## src/pkg/sep_pkg.sv

```systemverilog
// Constants, types and helpers shared by the serial EEPROM pin control block
// What this block does
// - Chip select low selects the device; high deselects it into standby.
// - A started or running programming cycle always finishes despite deselection.
// - Chip select rising mid-write keeps the device active until write ends.
// - Deselection at once releases the serial output to high impedance.
// - Chip select rising after a complete valid write sequence starts the write.
// - After power-up nothing is accepted until chip select has been low.
// - Serial input bits are captured on each serial clock rising edge.
// - Serial output changes only after a serial clock falling edge.
// - Write protect low blocks array and status writes and keeps the write enable latch clear; reads work.
// - Write protect falling clears the write enable latch and blocks programming.
// - A write already running when write protect falls completes unaffected.
// - Pause input low mid-sequence suspends transfer, keeping sequence state.
// - Pause lowered with clock high takes effect at the next clock fall.
// - While paused, output floats and clock and input changes are ignored.
// - Resume only when the pause input rises while the clock is low.
// - Pause input low always floats the serial output immediately.
// - Each self-timed write cycle ends within 5 ms of its start.
// - All fields shift most significant bit first in both directions.
// - An internal write happens only with the write enable latch set.
// - The write enable latch clears when an internal write finishes.
// - Write in progress reads 1 during an internal write, else 0.
package sep_pkg;

  // ----------------------------------------
  // Timing
  // ----------------------------------------
  localparam int CLK_FREQ_KHZ = 125000;
  localparam int WRITE_CYCLE_MS = 5;
  // Longest time, so rounded down; exact at this rate
  localparam int WRITE_CYCLES = WRITE_CYCLE_MS * CLK_FREQ_KHZ;
  localparam int WTIMER_W = 20;

  // ----------------------------------------
  // Pin synchroniser layout and reset values
  // ----------------------------------------
  localparam int PIN_N = 5;
  localparam int PIN_CS = 4;
  localparam int PIN_SCK = 3;
  localparam int PIN_SI = 2;
  localparam int PIN_HOLD = 1;
  localparam int PIN_WP = 0;
  // Select high, clock low, data low, pause high, protect high
  localparam logic [PIN_N-1:0] PIN_RST = 5'h13;

  // ----------------------------------------
  // Serial counters
  // ----------------------------------------
  localparam int BYTE_W = 8;
  localparam logic [2:0] BIT_CNT_RST = 3'h0;
  localparam logic [2:0] BIT_CNT_LAST = 3'h7;
  localparam logic [7:0] BYTE_CNT_RST = 8'h00;
  localparam logic [7:0] BYTE_CNT_MAX = 8'hFF;
  localparam logic [7:0] BYTE_RST = 8'h00;

  // ----------------------------------------
  // Pause state machine
  // ----------------------------------------
  typedef enum logic [1:0] {
    SEP_LINK_RUN = 2'b00,
    SEP_LINK_WAIT = 2'b01,
    SEP_LINK_HOLD = 2'b10
  } sep_link_t;

  // Edge detect between two registered samples
  function automatic logic sep_rise(input logic prev, input logic cur);
    return ~prev & cur;
  endfunction : sep_rise

endpackage : sep_pkg

```

## src/pkg/sep_pins_if.sv

```systemverilog
// Synchronised pin levels and edges passed from the synchroniser to the control logic
interface sep_pins_if;
  logic cs_n;
  logic sck;
  logic si;
  logic hold_n;
  logic wp_n;
  logic sck_rise;
  logic sck_fall;
  logic cs_rise;
  logic hold_fall;
  logic hold_rise;

  modport src (
    output cs_n, sck, si, hold_n, wp_n, sck_rise, sck_fall, cs_rise, hold_fall, hold_rise
  );
  modport dst (
    input cs_n, sck, si, hold_n, wp_n, sck_rise, sck_fall, cs_rise, hold_fall, hold_rise
  );
endinterface : sep_pins_if

```

## src/rtl/sep_pin_sync.sv

```systemverilog
// Two-stage synchroniser and edge detector for the serial link pins
module sep_pin_sync
  import sep_pkg::*;
(
  // Clock and reset
  input wire logic clock_in,
  input wire logic rst_n_in,
  // Raw pins
  input wire logic [PIN_N-1:0] pins_in,
  // Synchronised view
  sep_pins_if.src syn_out
);

  logic [PIN_N-1:0] meta_r;
  logic [PIN_N-1:0] meta_nxt;
  logic [PIN_N-1:0] sync_r;
  logic [PIN_N-1:0] sync_nxt;
  logic [PIN_N-1:0] last_r;
  logic [PIN_N-1:0] last_nxt;

  // ----------------------------------------
  // Stages: meta is read only by sync
  // ----------------------------------------
  always_comb begin
    meta_nxt = pins_in;
    sync_nxt = meta_r;
    last_nxt = sync_r;
  end

  always_ff @(posedge clock_in) begin
    if (!rst_n_in) begin
      meta_r <= PIN_RST;
      sync_r <= PIN_RST;
      last_r <= PIN_RST;
    end else begin
      meta_r <= meta_nxt;
      sync_r <= sync_nxt;
      last_r <= last_nxt;
    end
  end

  // Levels and edges, all from the second stage onward
  assign syn_out.cs_n = sync_r[PIN_CS];
  assign syn_out.sck = sync_r[PIN_SCK];
  assign syn_out.si = sync_r[PIN_SI];
  assign syn_out.hold_n = sync_r[PIN_HOLD];
  assign syn_out.wp_n = sync_r[PIN_WP];
  assign syn_out.sck_rise = sep_rise(last_r[PIN_SCK], sync_r[PIN_SCK]);
  assign syn_out.sck_fall = sep_rise(sync_r[PIN_SCK], last_r[PIN_SCK]);
  assign syn_out.cs_rise = sep_rise(last_r[PIN_CS], sync_r[PIN_CS]);
  assign syn_out.hold_rise = sep_rise(last_r[PIN_HOLD], sync_r[PIN_HOLD]);
  assign syn_out.hold_fall = sep_rise(sync_r[PIN_HOLD], last_r[PIN_HOLD]);

endmodule : sep_pin_sync

```

## src/rtl/sep_write_timer.sv

```systemverilog
// Self-timed nonvolatile write cycle timer
module sep_write_timer
  import sep_pkg::*;
#(
  parameter int CYCLES = WRITE_CYCLES
) (
  // Clock and reset
  input wire logic clock_in,
  input wire logic rst_n_in,
  // Control
  input wire logic start_in,
  output logic busy_out,
  output logic done_out
);

  logic [WTIMER_W-1:0] cnt_r;
  logic [WTIMER_W-1:0] cnt_nxt;
  logic busy_r;
  logic busy_nxt;
  logic done_r;
  logic done_nxt;

  // ----------------------------------------
  // Countdown; nothing but the count ends it
  // ----------------------------------------
  always_comb begin
    cnt_nxt = cnt_r;
    busy_nxt = busy_r;
    done_nxt = 1'b0;
    if (busy_r) begin
      if (cnt_r == WTIMER_W'(1)) begin
        busy_nxt = 1'b0; // Ends after exactly CYCLES clocks
        done_nxt = 1'b1;
      end
      cnt_nxt = cnt_r - WTIMER_W'(1);
    end else if (start_in) begin
      busy_nxt = 1'b1;
      cnt_nxt = WTIMER_W'(CYCLES);
    end
  end

  always_ff @(posedge clock_in) begin
    if (!rst_n_in) begin
      cnt_r <= '0;
      busy_r <= 1'b0;
      done_r <= 1'b0;
    end else begin
      cnt_r <= cnt_nxt;
      busy_r <= busy_nxt;
      done_r <= done_nxt;
    end
  end

  assign busy_out = busy_r;
  assign done_out = done_r;

endmodule : sep_write_timer

```

## src/rtl/sep_pin_ctrl.sv

```systemverilog
// Serial EEPROM slave pin control: select, shift edges, write protect, pause
module sep_pin_ctrl
  import sep_pkg::*;
#(
  parameter int WRITE_CYCLES_P = WRITE_CYCLES
) (
  // Clock and reset
  input wire logic clock_in,
  input wire logic rst_n_in,
  // Serial pins
  input wire logic spi_cs_n_in,
  input wire logic spi_sck_in,
  input wire logic spi_si_in,
  input wire logic spi_hold_n_in,
  input wire logic spi_wp_n_in,
  output logic spi_so_out,
  output logic spi_so_oe_out,
  // Received bytes to the command decoder
  output logic [7:0] rx_byte_out,
  output logic rx_byte_valid_out,
  output logic [7:0] rx_byte_index_out,
  // Bytes to send
  input wire logic [7:0] tx_byte_in,
  input wire logic tx_enable_in,
  output logic tx_byte_taken_out,
  // Write control from the command decoder
  input wire logic wren_seq_in,
  input wire logic wrdi_in,
  input wire logic write_seq_valid_in,
  output logic write_start_out,
  // Status
  output logic write_in_progress_out,
  output logic write_enable_latch_out,
  output logic selected_out,
  output logic standby_out,
  output logic paused_out
);

  sep_pins_if syn ();

  // ----------------------------------------
  // Pin synchroniser and write timer
  // ----------------------------------------
  sep_pin_sync u_sync (
    .clock_in(clock_in),
    .rst_n_in(rst_n_in),
    .pins_in({spi_cs_n_in, spi_sck_in, spi_si_in, spi_hold_n_in, spi_wp_n_in}),
    .syn_out(syn)
  );

  logic wstart;
  logic wbusy;
  logic wdone;

  sep_write_timer #(
    .CYCLES(WRITE_CYCLES_P)
  ) u_timer (
    .clock_in(clock_in),
    .rst_n_in(rst_n_in),
    .start_in(wstart),
    .busy_out(wbusy),
    .done_out(wdone)
  );

  // ----------------------------------------
  // Selection state
  // ----------------------------------------
  logic armed_r;
  logic armed_nxt;
  logic started_r;
  logic started_nxt;
  logic sel;
  logic go;

  // Selected only once a low select has been seen after reset
  assign sel = armed_r & ~syn.cs_n;

  // ----------------------------------------
  // Pause state machine
  // ----------------------------------------
  sep_link_t link_r;
  sep_link_t link_nxt;

  always_comb begin
    link_nxt = link_r;
    if (!sel) begin
      link_nxt = SEP_LINK_RUN; // Deselect ends any pause
    end else begin
      unique case (link_r)
        SEP_LINK_RUN: begin
          if (syn.hold_fall && started_r) begin
            if (!syn.sck) begin
              link_nxt = SEP_LINK_HOLD;
            end else if (syn.sck_fall) begin
              link_nxt = SEP_LINK_HOLD;
            end else begin
              link_nxt = SEP_LINK_WAIT; // Clock high: wait for its fall
            end
          end
        end
        SEP_LINK_WAIT: begin
          if (syn.hold_n) begin
            link_nxt = SEP_LINK_RUN;
          end else if (syn.sck_fall) begin
            link_nxt = SEP_LINK_HOLD;
          end
        end
        SEP_LINK_HOLD: begin
          // A release with the clock high is not a resume
          if (syn.hold_rise && !syn.sck) begin
            link_nxt = SEP_LINK_RUN;
          end
        end
        default: begin
          link_nxt = SEP_LINK_RUN;
        end
      endcase
    end
  end

  // Edges count only when selected and not entering or in a pause
  assign go = sel & (link_nxt != SEP_LINK_HOLD) & (link_r != SEP_LINK_HOLD);

  // ----------------------------------------
  // Receive shifter and counters
  // ----------------------------------------
  logic [2:0] bit_cnt_r;
  logic [2:0] bit_cnt_nxt;
  logic [7:0] byte_cnt_r;
  logic [7:0] byte_cnt_nxt;
  logic [6:0] rx_sh_r;
  logic [6:0] rx_sh_nxt;
  logic [7:0] rx_byte_r;
  logic [7:0] rx_byte_nxt;
  logic [7:0] rx_idx_r;
  logic [7:0] rx_idx_nxt;
  logic rx_vld_r;
  logic rx_vld_nxt;

  always_comb begin
    bit_cnt_nxt = bit_cnt_r;
    byte_cnt_nxt = byte_cnt_r;
    rx_sh_nxt = rx_sh_r;
    rx_byte_nxt = rx_byte_r;
    rx_idx_nxt = rx_idx_r;
    rx_vld_nxt = 1'b0;
    started_nxt = started_r;
    armed_nxt = armed_r | ~syn.cs_n;
    if (syn.cs_n) begin
      bit_cnt_nxt = BIT_CNT_RST; // Fresh instruction byte each selection
      byte_cnt_nxt = BYTE_CNT_RST;
      started_nxt = 1'b0;
    end else if (go && syn.sck_rise) begin
      // Sample on the rising edge, first bit is the MSB
      rx_sh_nxt = {rx_sh_r[5:0], syn.si};
      bit_cnt_nxt = bit_cnt_r + 3'h1;
      started_nxt = 1'b1;
      if (bit_cnt_r == BIT_CNT_LAST) begin
        rx_byte_nxt = {rx_sh_r, syn.si};
        rx_idx_nxt = byte_cnt_r;
        rx_vld_nxt = 1'b1;
        // Saturates so long reads never wrap the index
        if (byte_cnt_r != BYTE_CNT_MAX) begin
          byte_cnt_nxt = byte_cnt_r + 8'h01;
        end
      end
    end
  end

  always_ff @(posedge clock_in) begin
    if (!rst_n_in) begin
      bit_cnt_r <= BIT_CNT_RST;
      byte_cnt_r <= BYTE_CNT_RST;
      rx_sh_r <= '0;
      rx_byte_r <= BYTE_RST;
      rx_idx_r <= BYTE_CNT_RST;
      rx_vld_r <= 1'b0;
      started_r <= 1'b0;
      armed_r <= 1'b0;
      link_r <= SEP_LINK_RUN;
    end else begin
      bit_cnt_r <= bit_cnt_nxt;
      byte_cnt_r <= byte_cnt_nxt;
      rx_sh_r <= rx_sh_nxt;
      rx_byte_r <= rx_byte_nxt;
      rx_idx_r <= rx_idx_nxt;
      rx_vld_r <= rx_vld_nxt;
      started_r <= started_nxt;
      armed_r <= armed_nxt;
      link_r <= link_nxt;
    end
  end

  // ----------------------------------------
  // Transmit shifter and output enable
  // ----------------------------------------
  logic [6:0] tx_sh_r;
  logic [6:0] tx_sh_nxt;
  logic so_r;
  logic so_nxt;
  logic tx_act_r;
  logic tx_act_nxt;
  logic taken_r;
  logic taken_nxt;
  logic oe_r;
  logic oe_nxt;

  always_comb begin
    tx_sh_nxt = tx_sh_r;
    so_nxt = so_r;
    tx_act_nxt = tx_act_r;
    taken_nxt = 1'b0;
    if (!sel) begin
      tx_act_nxt = 1'b0;
    end else if (go && syn.sck_fall && started_r) begin
      // Output moves only after a falling edge
      if (bit_cnt_r == BIT_CNT_RST) begin
        so_nxt = tx_byte_in[7]; // MSB leads
        tx_sh_nxt = tx_byte_in[6:0];
        tx_act_nxt = tx_enable_in;
        taken_nxt = 1'b1;
      end else begin
        so_nxt = tx_sh_r[6];
        tx_sh_nxt = {tx_sh_r[5:0], 1'b0};
      end
    end
    // Float on deselect, pause or a low pause input at any clock level
    oe_nxt = sel & syn.hold_n & (link_r == SEP_LINK_RUN) & tx_act_nxt;
  end

  always_ff @(posedge clock_in) begin
    if (!rst_n_in) begin
      tx_sh_r <= '0;
      so_r <= 1'b0;
      tx_act_r <= 1'b0;
      taken_r <= 1'b0;
      oe_r <= 1'b0;
    end else begin
      tx_sh_r <= tx_sh_nxt;
      so_r <= so_nxt;
      tx_act_r <= tx_act_nxt;
      taken_r <= taken_nxt;
      oe_r <= oe_nxt;
    end
  end

  // ----------------------------------------
  // Write enable latch and write start
  // ----------------------------------------
  logic wel_r;
  logic wel_nxt;
  logic wstart_r;
  logic at_boundary;

  // Select rising right after a whole byte, whether or not the link is paused
  assign at_boundary = syn.cs_rise & armed_r & started_r & (bit_cnt_r == BIT_CNT_RST);

  // Needs the latch, protect high and an idle timer
  assign wstart = at_boundary & write_seq_valid_in & wel_r & syn.wp_n & ~wbusy;

  always_comb begin
    wel_nxt = wel_r;
    if (wdone || wrdi_in) begin
      wel_nxt = 1'b0; // Finished write drops the latch
    end
    // Latch is set only when select rises after the enable byte
    if (at_boundary && wren_seq_in) begin
      wel_nxt = 1'b1;
    end
    // Protect low overrides everything; the running timer is untouched
    if (!syn.wp_n) begin
      wel_nxt = 1'b0;
    end
  end

  always_ff @(posedge clock_in) begin
    if (!rst_n_in) begin
      wel_r <= 1'b0;
      wstart_r <= 1'b0;
    end else begin
      wel_r <= wel_nxt;
      wstart_r <= wstart;
    end
  end

  // ----------------------------------------
  // Outputs
  // ----------------------------------------
  assign spi_so_out = so_r;
  assign spi_so_oe_out = oe_r;
  assign rx_byte_out = rx_byte_r;
  assign rx_byte_valid_out = rx_vld_r;
  assign rx_byte_index_out = rx_idx_r;
  assign tx_byte_taken_out = taken_r;
  assign write_start_out = wstart_r;
  // Timer runs on regardless of select
  assign write_in_progress_out = wbusy;
  assign write_enable_latch_out = wel_r;
  assign selected_out = sel;
  // Standby only once deselected and the write is over
  assign standby_out = ~sel & ~wbusy;
  assign paused_out = (link_r == SEP_LINK_HOLD);

endmodule : sep_pin_ctrl

```

## config.mk

```make
export PLATFORM = sky130hd
export DESIGN_NAME = sep_pin_ctrl
export DESIGN_NICKNAME = d
export VERILOG_FILES = /design/src/pkg/sep_pkg.sv /design/src/pkg/sep_pins_if.sv /design/src/rtl/sep_pin_sync.sv /design/src/rtl/sep_write_timer.sv /design/src/rtl/sep_pin_ctrl.sv
export SDC_FILE = /design/constraint.sdc
export NUM_CORES = 1
export LEC_CHECK = 0
export ABC_AREA = 1
export BUFFER_PORTS_ARGS = -buffer_cell sky130_fd_sc_hd__buf_2
export CAP_MARGIN = 20
export CORE_AREA = 2 2 82 84
export CTS_BUF_LIST = sky130_fd_sc_hd__clkbuf_2
export DETAILED_ROUTE_END_ITERATION = 16
export DIE_AREA = 0 0 84 86
export GPL_TIMING_DRIVEN = 0
export PLACE_DENSITY = 0.8
export SETUP_SLACK_MARGIN = 0.15
export SYNTH_ARGS = -nofsm -noshare
export SYNTH_HDL_FRONTEND = slang
export SYNTH_SLANG_ARGS = --single-unit
```

## constraint.sdc

```tcl
create_clock -name clock_in -period 2.2 [get_ports clock_in]
set_input_delay 0.22 -clock clock_in [delete_from_list [all_inputs] [get_ports clock_in]]
set_output_delay 0.22 -clock clock_in [all_outputs]
set_load 0.01 [all_outputs]
```

==> flow_summary.ini <==
[timing]
whs_ps = 24.8
slew_viol_final = 0
max_freq_mhz = 524
max_slew_margin = 0.650
hold_violations = 0
setup_viol = 0
rsz0062_at_grt = no
min_period_ps = 1910
period_share = 0.868
final.setup.tns_ps = 0
worst_pin_slew_ps = 525
fin_skew_ps = 27.2

[route]
met2WireLength_um = 3570
wl_met1_um = 3580
first_pass_iters = 4
drc = 0
wl_um = 7690
routed-wl-met3_um = 307
antenna_left = 0
wire_per_inst_um = 12.1
highest_layer = met4
via_per_inst = 5.24
drt_iter0_drc = 200
dr_total_vias = 3324

[logic_synthesis]
ys_seq_area_frac = 0.474
syn_avg_cell_area_um2 = 7.62
synth-edff-count = 0
synthesis.area_mm2 = 0.00367
yosysTopAreaCellShare = 0.474
async_reset_ff_frac = 0
yosys_warnings = 0
synthTopCellsByArea = dfxtp_1, nand2_1, nor2_1, inv_1, a21oi_1
syn_nets = 507
ys.flop_type = dfxtp_1
synth_seq_cells = 87
syn_inst = 482
synth_cell_types = 35
yosys.area.top_type = dfxtp_1

[flow_run]
cap_violations = 0

[finish]
n_fill_cell = 539
n_antenna_cell = 0
layout_common_cells = nand2_1, dfxtp_1, nor2_1
drive_above_1_share = 0.169
fin_cells = 634
area_growth_pct = 15.6
final_common_cell = nand2_1
fin_nets = 577
final_area_mm2 = 0.00424

[power]
p_leak_nw = 1.92
power_w = 0.00239
power.density_cell_area_mw_per_mm2 = 563
ir_drop_mv = 0.385

[grt]
gr-usage-all-layers = 0.223
grt_max_degree = 16
antenna_found_initial = 0
grt_pass1_wl_um = 13200
overflow = 0
grt_pass1_vias = 3117

[critical_path]
worstReg2RegStart = bit_cnt_r[1]
worstRegToRegCells = 8
endpoint_kind = flop
cp_data_required_time_ps = 2660
r2r-end = write_enable_latch_out
start_kind = flop
crit_fanout = 3
crit_path_start = bit_cnt_r[1]
crit_arrival_ps = 2370
worstSetupPathType = reg2reg
reg2reg_slack_ps = 290

[cts]
tritoncts = done
cts.clk_slew.worst_paths_ps = 240
clk_latency_ps = 530
numCtsBuffers = 9
htree_levels = 3
clockRootBuffer = clkbuf_2
cts_num_sinks = 87
clock_path_buffers = 2

[floorplanning]
die_h_um = 86
dieWidth_um = 84
rows = 29
start_util = 0.585
core_area_mm2 = 0.00628
io_pins = 45
die_area_mm2 = 0.00722

[placed_design]
placed_area_mm2 = 0.00398
dpl.hpwl_um = 5460
portBuffers = 43
dp.cells = 602
gp_congestion = 0.850

[worst_hold_path]
hold-path-cell-count = 4
min_path_type = in2reg
hold_path_end = tx_sh_r[2]
min_from = tx_byte_in[2]

[run_status]
outcome = finished clean
-- stage by stage --
stage	utilization	setup WS, ps
5_1_grt	0.676	136
6_report	0.676	291
3_5_place_dp	0.635	386
4_1_cts	0.672	167
3_3_place_gp	0.635	420
2_1_floorplan	-	745
-- where the power goes --
part / internal (W) / switching [W]
sequential: 0.00159 / 0.00000588
clock: 0.000146 / 0.000555
combinational: 0.0000419 / 0.0000502
-- repair_timing --
item                                   4_1_cts  5_1_grt
setup buffers                                0        2
endpoints found under the hold margin       13        0
gates resized for setup                      0        7
hold buffers                                14        0
setup endpoints to repair                    0        2
-- cell usage after synthesis (7+ instances only) --
library cell  count
inv_1            47
or2_2             7
dfxtp_1          87
clkbuf_1          7
nand4_1          11
nand2_1         111
nand3_1          33
a21oi_1          33
o21ai_0          17
o211a_1           7
nor2_1           57
nor3_1            8
-- cell families after synthesis --
family / synth area share
and+or+nand+nor: 0.309
DFF: 0.474
AOI/OAI and AO/OA: 0.109
buffers and inverters: 0.0736
xor gates and xnor gates: 0.0143
adders and majority gates: 0.0204
-- sequential cells by signal, summed over array words and instances (netlist names), 2 cells and up --
signal and cells:
byte_cnt_r 8, tx_sh_r 7, rx_byte_out 8, u_sync.meta_r 5
u_timer.cnt_r 20, bit_cnt_r 3, rx_byte_index_out 8, u_sync.last_nxt 5
rx_sh_r 7, link_r 2, u_sync.last_r 3
-- routing by layer --
metal | vias up | global-route usage
met3 | 20 | 0.0337
met5 | - | 0
met2 | 78 | 0.383
met1 | 1520 | 0.273
met4 | 0 | 0.114
li1 | 1706 | -
-- area by class of cell --
type	count	area [µm²]	share of cell area
sequential	87	1740	0.411
multi-input combinational	327	1670	0.394
timing repair buffer	59	370	0.0873
inverter	53	199	0.0469
tap	77	96.3	0.0227
buffer	15	71.3	0.0168
clock inverter	7	47.5	0.0112
clock buffer	9	45.0	0.0106
-- critical path: stages, from the launching register on --
cell	delay (ps)
dfxtp_2	390
inv_2	60
ha_2	180
nand2_4	60
nor4_4	340
nand2_1	120
nand3_1	100
a21oi_1	60
dlygate4sd3_1	540
-- worst max-delay path by stage --
stage,depth (start not counted),end
CTS,8,write_enable_latch_out
detailed placement,8,u_timer.cnt_r[2]
global route,8,write_enable_latch_out
global placement,8,u_timer.cnt_r[2]
finish,8,write_enable_latch_out
floorplan,10,u_timer.cnt_r[17]
Power figures use the tool's default switching activity.
